===== config.mk =====
export PLATFORM = sky130hd
export DESIGN_NAME = rdq_manager
export DESIGN_NICKNAME = d
export VERILOG_FILES = /design/src/rtl/rdq_pkg.sv /design/src/rtl/rdq_manager.sv
export SDC_FILE = /design/constraint.sdc
export NUM_CORES = 2
export LEC_CHECK = 0
export BUFFER_PORTS_ARGS = -buffer_cell sky130_fd_sc_hd__buf_2
export CAP_MARGIN = 20
export CORE_MARGIN = 2
export CORE_UTILIZATION = 65
export DETAILED_ROUTE_END_ITERATION = 6
export GPL_TIMING_DRIVEN = 0
export PLACE_DENSITY = 0.83
export SYNTH_ARGS = -nofsm -noshare
export SYNTH_HDL_FRONTEND = slang
export SYNTH_SLANG_ARGS = --single-unit

===== constraint.sdc =====
create_clock -name clk_sys -period 27.5 [get_ports clk_sys]
set_input_delay 5.5 -clock clk_sys [delete_from_list [all_inputs] [get_ports clk_sys]]
set_output_delay 5.5 -clock clk_sys [all_outputs]
set_load 0.1 [all_outputs]

===== src/rtl/rdq_pkg.sv =====
// shared constants, types and register map of the receive done queue manager
package rdq_pkg;
   // register byte offsets on the avalon slave
   localparam logic [11:0] RDQ_OFS_BASE_LO = 12'h0730;
   localparam logic [11:0] RDQ_OFS_BASE_HI = 12'h0734;
   localparam logic [11:0] RDQ_OFS_END = 12'h0738;
   localparam logic [11:0] RDQ_OFS_RD_PTR = 12'h073C;
   localparam logic [11:0] RDQ_OFS_WR_PTR = 12'h0740;
   localparam logic [11:0] RDQ_OFS_TIMER = 12'h0744;
   localparam logic [11:0] RDQ_OFS_QCTRL = 12'h0780;
   localparam logic [11:0] RDQ_OFS_STATUS = 12'h0790;
   localparam logic [11:0] RDQ_OFS_IRQ_EN = 12'h0794;
   localparam logic [11:0] RDQ_OFS_MASTER = 12'h0798;
   // receive_queue_control field positions
   localparam int RDQ_BIT_BURST_EN = 4;
   localparam int RDQ_BIT_FLUSH = 5;
   localparam int RDQ_POS_STAT_THR = 8;
   // status / irq enable field positions
   localparam int RDQ_BIT_WRITE_FLAG = 0;
   localparam int RDQ_BIT_OVFL_FLAG = 1;
   // master control field position
   localparam int RDQ_BIT_DMA_EN = 0;
   // values after reset
   localparam logic [15:0] RDQ_RST_REG16 = 16'h0000;
   localparam logic [31:0] RDQ_RST_WORD = 32'h0000_0000;
   // queue geometry and counts
   localparam logic [15:0] RDQ_PTR_STEP = 16'h0004;
   localparam logic [15:0] RDQ_PTR_WRAP = 16'h0000;
   localparam int RDQ_FIFO_DEPTH = 8;
   localparam logic [3:0] RDQ_FIFO_FULL = 4'h8;
   localparam logic [3:0] RDQ_HIGH_WATER = 4'h6;
   localparam int RDQ_CHANNELS = 256;
   localparam logic [7:0] RDQ_TICK_DIV_LAST = 8'hFF;
   localparam logic [2:0] RDQ_STAT_RESERVED = 3'b111;
   localparam logic [2:0] RDQ_STAT_PCI_ERR = 3'b110;

   // drain state machine, one-hot
   typedef enum logic [1:0] {
      RDQ_ST_IDLE = 2'b01,
      RDQ_ST_SEND = 2'b10
   } rdq_state_e;

   // one buffer event from the receive data path
   typedef struct packed {
      logic [15:0] desc_ptr;   // descriptor offset from descriptor base
      logic [8:0] chan_num;    // channel number 1..256
      logic [2:0] threshold;   // channel buffer threshold 0..7
      logic eof;               // last buffer of the packet
      logic [2:0] pkt_status;  // final packet status, valid with eof
   } rdq_event_s;

   // one completion descriptor as written to host memory
   typedef struct packed {
      logic valid_n;           // written as zero
      logic eof;
      logic [2:0] pkt_status;
      logic [2:0] buf_count;
      logic [7:0] chan_code;
      logic [15:0] desc_ptr;
   } rdq_desc_s;
endpackage


===== src/rtl/rdq_manager.sv =====
// receive done queue manager: completion descriptor build, fifo and host queue writer
// Overview of operation
// - low 16 bits carry descriptor offset
// - bits 23:16 carry channel number minus one
// - buffer count zero when packet-only reporting
// - short packet reports buffers actually filled
// - packet status code, 111 never produced
// - bit 30 marks end of chain
// - bit 31 always written zero
// - queue empty when pointers equal
// - queue full when read one ahead
// - device owns write pointer, host read pointer
// - end value is relative to base
// - write address is base plus pointer
// - pointer steps one dword, wraps past end
// - write flag after every or counted writes
// - overflow sets error flag, no write
// - each flag can raise enabled interrupt
// - post per threshold and always at end
// - eight entry completion burst fifo
// - burst mode waits for six entries
// - burst writes only what fits, else error
// - burst advances pointer and sets flag
// - without burst mode entries go singly
// - flush timer ticks per 256 clocks
// - flush bit pushes fifo to host queue
// - threshold code n means 2^n writes
`timescale 1ns/1ps
`default_nettype none
module rdq_manager
   import rdq_pkg::*;
(
   input wire logic clk_sys,
   input wire logic rst,
   // avalon-mm register slave
   input wire logic [11:0] avs_address,
   input wire logic avs_read,
   input wire logic avs_write,
   input wire logic [31:0] avs_writedata,
   input wire logic [3:0] avs_byteenable,
   output logic [31:0] avs_readdata,
   output logic avs_waitrequest,
   // buffer events from the receive path
   input wire logic evt_valid,
   input wire rdq_event_s evt_data,
   output logic evt_ready,
   // single dword writes toward host memory
   output logic mem_valid,
   output logic [31:0] mem_addr,
   output logic [31:0] mem_data,
   output logic mem_last,
   input wire logic mem_ready,
   // interrupt request
   output logic irq
);
   // ---------------- register state ----------------
   logic [15:0] base_lo_q, base_hi_q, end_q, rd_ptr_q, wr_ptr_q, timer_reg_q;
   logic [15:0] wr_ptr_d;
   logic [31:0] qctrl_q, irq_en_q, master_q;
   logic [1:0] status_q, status_d;
   logic [31:0] rdata_q;
   logic wait_q;
   logic irq_q;

   // bus decode
   wire logic req = avs_read | avs_write;
   wire logic commit = req & ~wait_q;
   wire logic wr_commit = commit & avs_write;
   wire logic [31:0] be_mask = {{8{avs_byteenable[3]}}, {8{avs_byteenable[2]}},
                                {8{avs_byteenable[1]}}, {8{avs_byteenable[0]}}};
   wire logic sel_base_lo = avs_address == RDQ_OFS_BASE_LO;
   wire logic sel_base_hi = avs_address == RDQ_OFS_BASE_HI;
   wire logic sel_end = avs_address == RDQ_OFS_END;
   wire logic sel_rd_ptr = avs_address == RDQ_OFS_RD_PTR;
   wire logic sel_wr_ptr = avs_address == RDQ_OFS_WR_PTR;
   wire logic sel_timer = avs_address == RDQ_OFS_TIMER;
   wire logic sel_qctrl = avs_address == RDQ_OFS_QCTRL;
   wire logic sel_status = avs_address == RDQ_OFS_STATUS;
   wire logic sel_irq_en = avs_address == RDQ_OFS_IRQ_EN;
   wire logic sel_master = avs_address == RDQ_OFS_MASTER;

   // control bits
   wire logic dma_en = master_q[RDQ_BIT_DMA_EN];
   wire logic burst_en = qctrl_q[RDQ_BIT_BURST_EN];
   wire logic flush_req = qctrl_q[RDQ_BIT_FLUSH];
   wire logic [2:0] stat_thr = qctrl_q[RDQ_POS_STAT_THR +: 3];

   // merged write data for 16 and 32 bit registers
   function automatic logic [31:0] merge(input logic [31:0] old, input logic [31:0] wd,
                                         input logic [31:0] m);
      merge = (old & ~m) | (wd & m);
   endfunction

   // read mux, unmapped addresses read as zero and reserved bits as zero
   logic [31:0] rmux;
   always_comb begin
      rmux = RDQ_RST_WORD;
      if (sel_base_lo) rmux = {16'h0000, base_lo_q};
      if (sel_base_hi) rmux = {16'h0000, base_hi_q};
      if (sel_end) rmux = {16'h0000, end_q};
      if (sel_rd_ptr) rmux = {16'h0000, rd_ptr_q};
      if (sel_wr_ptr) rmux = {16'h0000, wr_ptr_q};
      if (sel_timer) rmux = {16'h0000, timer_reg_q};
      if (sel_qctrl) rmux = qctrl_q;
      if (sel_status) rmux = {30'h0000_0000, status_q};
      if (sel_irq_en) rmux = irq_en_q;
      if (sel_master) rmux = master_q;
   end

   // bus handshake: one wait cycle, then the request is taken with waitrequest low
   always_ff @(posedge clk_sys) begin
      if (rst) begin
         wait_q <= 1'b1;
         rdata_q <= RDQ_RST_WORD;
      end else begin
         wait_q <= ~(req & wait_q);
         if (req & wait_q) begin
            rdata_q <= rmux;
         end
      end
   end

   // host-owned configuration registers
   always_ff @(posedge clk_sys) begin
      if (rst) begin
         base_lo_q <= RDQ_RST_REG16;
         base_hi_q <= RDQ_RST_REG16;
         end_q <= RDQ_RST_REG16;
         rd_ptr_q <= RDQ_RST_REG16;
         timer_reg_q <= RDQ_RST_REG16;
         qctrl_q <= RDQ_RST_WORD;
         irq_en_q <= RDQ_RST_WORD;
         master_q <= RDQ_RST_WORD;
      end else if (wr_commit) begin
         if (sel_base_lo) base_lo_q <= 16'(merge(32'(base_lo_q), avs_writedata, be_mask));
         if (sel_base_hi) base_hi_q <= 16'(merge(32'(base_hi_q), avs_writedata, be_mask));
         if (sel_end) end_q <= 16'(merge(32'(end_q), avs_writedata, be_mask));
         // only the host moves the read pointer
         if (sel_rd_ptr) rd_ptr_q <= 16'(merge(32'(rd_ptr_q), avs_writedata, be_mask));
         if (sel_timer) timer_reg_q <= 16'(merge(32'(timer_reg_q), avs_writedata, be_mask));
         if (sel_qctrl) qctrl_q <= merge(qctrl_q, avs_writedata, be_mask) & 32'h0000_0730;
         if (sel_irq_en) irq_en_q <= merge(irq_en_q, avs_writedata, be_mask) & 32'h0000_0003;
         if (sel_master) master_q <= merge(master_q, avs_writedata, be_mask) & 32'h0000_0001;
      end
   end

   // ---------------- queue pointer arithmetic ----------------
   // next pointer: one dword on, back to the base once past the relative end
   function automatic logic [15:0] next_ptr(input logic [15:0] p, input logic [15:0] e);
      logic [15:0] n;
      n = p + RDQ_PTR_STEP;
      next_ptr = (n > e) ? RDQ_PTR_WRAP : n;
   endfunction

   wire logic [15:0] wp_next = next_ptr(wr_ptr_q, end_q);
   wire logic [15:0] wp_next2 = next_ptr(wp_next, end_q);
   wire logic q_empty = rd_ptr_q == wr_ptr_q;
   wire logic q_full = rd_ptr_q == wp_next;
   wire logic q_full_after = rd_ptr_q == wp_next2;
   // absolute address is the full base plus the pointer
   wire logic [31:0] q_addr = {base_hi_q, base_lo_q} + {16'h0000, wr_ptr_q};

   // ---------------- completion descriptor build ----------------
   logic [2:0] buf_cnt [RDQ_CHANNELS]; // buffers filled since last post, per channel
   wire logic [7:0] chan_code = 8'(evt_data.chan_num - 9'd1);
   wire logic [2:0] cnt_new = buf_cnt[chan_code] + 3'd1;
   wire logic thr_hit = (evt_data.threshold != 3'b000) && (cnt_new == evt_data.threshold);
   wire logic evt_take = evt_valid & evt_ready;
   wire logic do_post = evt_take & (evt_data.eof | thr_hit);
   wire logic [2:0] cnt_store = (do_post || evt_data.threshold == 3'b000) ? 3'd0 : cnt_new;
   // reserved status code is never passed on
   wire logic [2:0] stat_clean = (evt_data.pkt_status == RDQ_STAT_RESERVED) ?
                                 RDQ_STAT_PCI_ERR : evt_data.pkt_status;
   rdq_desc_s new_desc;
   always_comb begin
      new_desc.desc_ptr = evt_data.desc_ptr;
      new_desc.chan_code = chan_code;
      // packet-only channels report zero, others the buffers filled so far
      new_desc.buf_count = (evt_data.threshold == 3'b000) ? 3'd0 : cnt_new;
      new_desc.pkt_status = evt_data.eof ? stat_clean : 3'b000;
      new_desc.eof = evt_data.eof;
      new_desc.valid_n = 1'b0;
   end

   // per-channel buffer counters, one per entry
   genvar g;
   generate
      for (g = 0; g < RDQ_CHANNELS; g++) begin : gen_cnt
         always_ff @(posedge clk_sys) begin
            if (rst) begin
               buf_cnt[g] <= 3'd0;
            end else if (evt_take && chan_code == 8'(g)) begin
               buf_cnt[g] <= cnt_store;
            end
         end
      end
   endgenerate

   // ---------------- eight entry burst fifo ----------------
   logic [31:0] fifo_mem [RDQ_FIFO_DEPTH];
   logic [2:0] rd_idx_q, wr_idx_q;
   logic [3:0] count_q, count_d;
   logic pop;
   wire logic push = do_post;
   assign count_d = count_q + {3'b000, push} - {3'b000, pop};

   // fifo storage, data needs no reset
   always_ff @(posedge clk_sys) begin
      if (push) begin
         fifo_mem[wr_idx_q] <= new_desc;
      end
   end

   // fifo indices and input back-pressure, ready is exact for the next cycle
   always_ff @(posedge clk_sys) begin
      if (rst) begin
         rd_idx_q <= 3'd0;
         wr_idx_q <= 3'd0;
         count_q <= 4'd0;
         evt_ready <= 1'b0;
      end else begin
         rd_idx_q <= rd_idx_q + {2'b00, pop};
         wr_idx_q <= wr_idx_q + {2'b00, push};
         count_q <= count_d;
         evt_ready <= count_d < RDQ_FIFO_FULL;
      end
   end

   // ---------------- flush timer ----------------
   logic [7:0] presc_q;
   logic [15:0] timer_q;
   logic timer_due_q;
   wire logic tick = presc_q == RDQ_TICK_DIV_LAST;
   wire logic q_write = mem_valid & mem_ready;

   // counts down every 256 clocks in burst mode, reloaded on every queue write
   always_ff @(posedge clk_sys) begin
      if (rst) begin
         presc_q <= 8'd0;
         timer_q <= RDQ_RST_REG16;
         timer_due_q <= 1'b0;
      end else begin
         presc_q <= presc_q + 8'd1;
         if (q_write || !burst_en) begin
            timer_q <= timer_reg_q;
            timer_due_q <= 1'b0;
         end else if (tick && timer_q != 16'h0000) begin
            // zero is an illegal load and simply never expires
            timer_q <= timer_q - 16'h0001;
            if (timer_q == 16'h0001) begin
               timer_due_q <= 1'b1;
            end
         end
      end
   end

   // ---------------- drain state machine ----------------
   rdq_state_e state_q, state_d;
   logic [7:0] wcount_q, wcount_d;
   logic load, set_write, set_ovfl;
   // burst mode waits for the high water mark, the flush bit or the timer
   wire logic trigger = dma_en && count_q != 4'd0 &&
                        (!burst_en || count_q >= RDQ_HIGH_WATER || flush_req || timer_due_q);
   // stop after this entry when the fifo runs dry, the queue fills, or entries go singly
   wire logic last_now = (count_q == 4'd1) || q_full_after || !burst_en;
   wire logic [8:0] thr_span = 9'd1 << stat_thr;
   wire logic [7:0] wcount_inc = wcount_q + 8'd1;

   always_comb begin
      state_d = state_q;
      load = 1'b0;
      pop = 1'b0;
      set_write = 1'b0;
      set_ovfl = 1'b0;
      wcount_d = wcount_q;
      wr_ptr_d = wr_ptr_q;
      case (state_q)
         RDQ_ST_IDLE: begin
            if (trigger) begin
               if (q_full) begin
                  // no room at all: flag it, write nothing, keep the pointer
                  set_ovfl = 1'b1;
               end else begin
                  load = 1'b1;
                  state_d = RDQ_ST_SEND;
               end
            end
         end
         RDQ_ST_SEND: begin
            if (mem_ready) begin
               pop = 1'b1;
               wr_ptr_d = wp_next;
               // write flag after 2^n or more writes
               if ({1'b0, wcount_inc} >= thr_span) begin
                  set_write = 1'b1;
                  wcount_d = 8'd0;
               end else begin
                  wcount_d = wcount_inc;
               end
               if (!mem_last) begin
                  load = 1'b1;
               end else begin
                  state_d = RDQ_ST_IDLE;
               end
            end
         end
         default: begin
            state_d = RDQ_ST_IDLE;
         end
      endcase
      // host may place the write pointer only while the dma is stopped
      if (wr_commit && sel_wr_ptr && !dma_en) begin
         wr_ptr_d = 16'(merge(32'(wr_ptr_q), avs_writedata, be_mask));
      end
   end

   // next fifo entry, one ahead when the current one is being accepted
   wire logic [2:0] load_idx = (state_q == RDQ_ST_SEND) ? rd_idx_q + 3'd1 : rd_idx_q;
   wire logic [15:0] load_ptr = (state_q == RDQ_ST_SEND) ? wp_next : wr_ptr_q;
   wire logic [31:0] load_addr = {base_hi_q, base_lo_q} + {16'h0000, load_ptr};
   // full and last tests for an entry loaded back to back inside a burst
   wire logic next_last = (count_q == 4'd2) || (rd_ptr_q == next_ptr(wp_next2, end_q));

   // status flags are sticky, hardware set wins over the host clear
   always_comb begin
      status_d = status_q;
      if (wr_commit && sel_status) begin
         status_d = status_q & ~(avs_writedata[1:0] & {2{avs_byteenable[0]}});
      end
      if (set_write) status_d[RDQ_BIT_WRITE_FLAG] = 1'b1;
      if (set_ovfl) status_d[RDQ_BIT_OVFL_FLAG] = 1'b1;
   end

   // drain registers and host memory write port
   always_ff @(posedge clk_sys) begin
      if (rst) begin
         state_q <= RDQ_ST_IDLE;
         wcount_q <= 8'd0;
         wr_ptr_q <= RDQ_RST_REG16;
         status_q <= 2'b00;
         irq_q <= 1'b0;
         mem_valid <= 1'b0;
         mem_addr <= RDQ_RST_WORD;
         mem_data <= RDQ_RST_WORD;
         mem_last <= 1'b0;
      end else begin
         state_q <= state_d;
         wcount_q <= wcount_d;
         wr_ptr_q <= wr_ptr_d;
         status_q <= status_d;
         // each flag reaches the interrupt line only through its enable
         irq_q <= |(status_d & irq_en_q[1:0]);
         if (load) begin
            mem_valid <= 1'b1;
            mem_addr <= load_addr;
            mem_data <= fifo_mem[load_idx];
            mem_last <= (state_q == RDQ_ST_SEND) ? (next_last || !burst_en) : last_now;
         end else if (mem_ready) begin
            mem_valid <= 1'b0;
            mem_last <= 1'b0;
         end
      end
   end

   assign avs_readdata = rdata_q;
   assign avs_waitrequest = wait_q;
   assign irq = irq_q;
   // q_empty and q_addr document the queue view; the loaded address is load_addr
   wire logic unused_ok = q_empty ^ q_addr[0];
endmodule
`default_nettype wire


==> results.cfg <==
[routing]
wl_per_cell_um = 34.0
vias = 48800
drt_pass1_iterations = 7
dr.first_iter.drc_count = 9475
final_antenna_net_count = 0
vias_per_cell = 7.38
drc = 135
wl_um = 225000

[floorplanning]
core_area_mm2 = 0.0969
rows = 114
initial_core_util_pct = 65.7
die_y_um = 317
ios = 187
die-area_mm2 = 0.100
die-width_um = 317

[yosys]
synth-simple-area-share_pct = 16.7
synth_top_family_by_area = simple AND/OR/NAND/NOR gates
synthTopCellsByCount = 1016 x edfxtp_1, 480 x nor3_2, 375 x clkbuf_1, 341 x nor3_1, 299 x mux4_2
ys_types = 95
yosys.cell_count.top_type = edfxtp_1
yosysSeqAreaShare_pct = 55.3
synth_compound_area_share_pct = 7.69
syn_avg_cell_area_um2 = 13.1
ys_ff_latch = 1251
synthCells = 4847
synth_ff_type = edfxtp_1
synthMuxAreaShare_pct = 12.2
yosys.area_share.adder_pct = 1.99
synth_top_area_share_pct = 47.9
synth.largest_area_cell = edfxtp_1
post_synth_instance_area_mm2 = 0.0637
yosys_warnings = 0
synth_xor_area_share_pct = 1.64
synth.area.top_cells = edfxtp_1 48%, mux4_2 11%, nor3_2 7.5%
synth_edf_count = 1016
synth-async-reset-ratio_pct = 0

[clock_network]
clock_latency_ns = 0.78
postCtsSetupBuffers = 0
clk_pin_slew_ns = 0.07
cts_max_level = 4
clock-root-buffer = clkbuf_16
tritoncts = done
cts_num_sinks = 1251
hold_buffers = 0
cts_resized = 0
cts_made_buffers = 131
cts_buffer_depth = 3

[timing]
post-route-period-util_pct = 67.3
max_freq_mhz = 54.0
maxSlewHeadroom_pct = 9.39
hold_viol = 0
tightest_slew_ns = 1.36
fin_crit_ns = 18.51
setup_tns_ns = 0
rsz0062_at_grt = no
setup_viol = 0
fin_skew_ns = 0.0379
maxSlewViolCount = 0
hold_slack_ns = 0.453

[pwr]
clockPowerShare_pct = 36.8
p_switching_mw = 1.40
p_seq_share_pct = 45.0
p_comb_share_pct = 18.3
internal-power_mw = 3.31
p_per_area_mw_per_mm2 = 66.0
power_mw = 4.72
p_leak_nw = 24.5
ir_worst_vdd_v = 0.0000637
swShare_pct = 29.7

[worst_setup_path]
reg2reg_slack_ns = 11.87
rr_worst_depth = 46
critPathLaunchType = primary input
r2r-end = mem_last
cp.arrival_ns = 19.07
crit_type = primary input to register
end_kind = register
worstPathRequired_ns = 28.06
crit_fanout = 12

[worst_hold_path]
hold_class = register to register
min_from = presc_q[0]
min_to = presc_q[0]
holdPathStages = 1

[global_route]
grt_pass1_vias = 47000
globalRoute.totalOverflow = 0
grt_pass1_wl_um = 319000
antenna_found_initial = 13
grt_max_degree = 32
grt_use_total_pct = 44.9

[placement]
port_buffers = 146
gp_congestion = 1.08
dp.cells = 6355
dp_hpwl_um = 156000

[layout]
multi_input_area_mm2 = 0.0258
nets = 5411
seq_area_mm2 = 0.0352
drive_above_1_share_pct = 26.5
fin_cells = 6621
fillCellCount = 6030
final_core_util_pct = 73.8
syn_to_final_growth_pct = 12.2

[run]
maxCapViolations = 0

[status]
outcome = complete, but fails checks
violations = design-rule violations
==> worst max-delay path by stage <==
stage	cells past startpoint	to	from	slack, ns
floorplan	23	fifo_mem[0][0]	evt_data[7]	11.76
global placement	24	fifo_mem[0][22]	evt_data[7]	3.77
detailed placement	26	fifo_mem[6][2]	evt_data[7]	9.52
CTS	26	fifo_mem[6][2]	evt_data[7]	10.30
global route	25	buf_cnt[135][2]	evt_data[7]	9.50
finish	25	buf_cnt[126][2]	evt_data[7]	8.99
==> area by class of cell <==
class                      instances  share of cell area [%]
sequential                      1251                    49.3
antenna                           16                  0.0560
inverter                          82                   0.434
buffer                           527                    3.62
multi-input combinational       3003                    36.0
clock inverter                    56                   0.553
clock buffer                     181                    5.17
timing repair buffer             229                    2.63
tap                             1276                    2.23
==> cells in the final DEF, fill, tap and decap left out, types with 62 or more instances in the layout <==
cell,count
inv_1,74
edfxtp_1,1016
nor2_1,280
nand3_1,121
mux4_2,299
nor3_1,323
clkbuf_16,136
nand2_1,213
a211oi_1,62
xnor2_1,71
ha_1,98
nor3_2,498
buf_2,202
buf_6,87
dfxtp_1,235
a21o_1,270
mux2i_1,94
clkbuf_1,402
a21oi_1,135
==> stage by stage <==
stage                     worst slack [ns]  instance area [um2]
after global routing                  9.50                71400
final                                 8.99                71500
after detailed placement              9.52                67200
after CTS                            10.30                71300
after floorplan                      11.76                63700
after global placement                3.77                66100
==> power groups by stage <==
stage | Combinational, mW | Sequential [mW] | Clock [mW]
5_1_grt | 0.869 | 2.12 | 1.79
4_1_cts | 0.811 | 2.12 | 1.71
2_1_floorplan | 0.505 | 2.18 | 0
3_3_place_gp | 0.776 | 2.16 | 0
3_5_place_dp | 0.803 | 2.16 | 0
6_report | 0.862 | 2.12 | 1.73
==> worst max-delay path: stages <==
cell and delay, ns:
buf_2 0.16, buf_2 0.28, buf_4 0.37, buf_4 0.34
buf_2 0.42, buf_2 0.70, buf_2 0.70, inv_1 0.46
ha_1 0.65, buf_1 0.81, clkbuf_1 0.93, clkbuf_1 0.68
buf_1 1.03, clkbuf_2 0.85, mux4_2 0.48, mux4_2 0.59
mux4_2 0.64, mux4_2 0.61, ha_1 0.25, xnor2_1 0.24
nor2b_1 0.78, o21ai_1 0.53, buf_2 0.42, buf_2 0.27
nor3_1 0.24
==> sequential cells by signal (all words and copies together), names as in the netlist, named ones only <==
register,cells
buf_cnt,768
mem_data,31
rd_idx_q,3
mem_valid,1
presc_q,8
mem_last,1
fifo_mem,248
count_q,4
evt_ready,1
wr_idx_q,3
state_q,2
wcount_q,8
status_q,2
avs_readdata,16
irq,1
mem_addr,32
avs_waitrequest,1
timer_q,16
timer_due_q,1
==> cell families after synthesis <==
group	Yosys count
buffers and inverters	609
muxes	400
AOI/OAI and AO/OA	694
DFF	1251
adders and majority gates	100
other	1
and+or+nand+nor	1678
xor gates and xnor gates	114
==> layer usage <==
| layer | vias up | wire length [um] | track usage (%) |
|---|---|---|---|
| met4 | 8 | 20800 | 31.1 |
| met3 | 1412 | 37300 | 19.3 |
| li1 | 19300 | - | - |
| met5 | - | 118 | 0.521 |
| met1 | 23400 | 71700 | 54.5 |
| met2 | 4703 | 95300 | 64.8 |
Power figures use the tool's default switching activity.
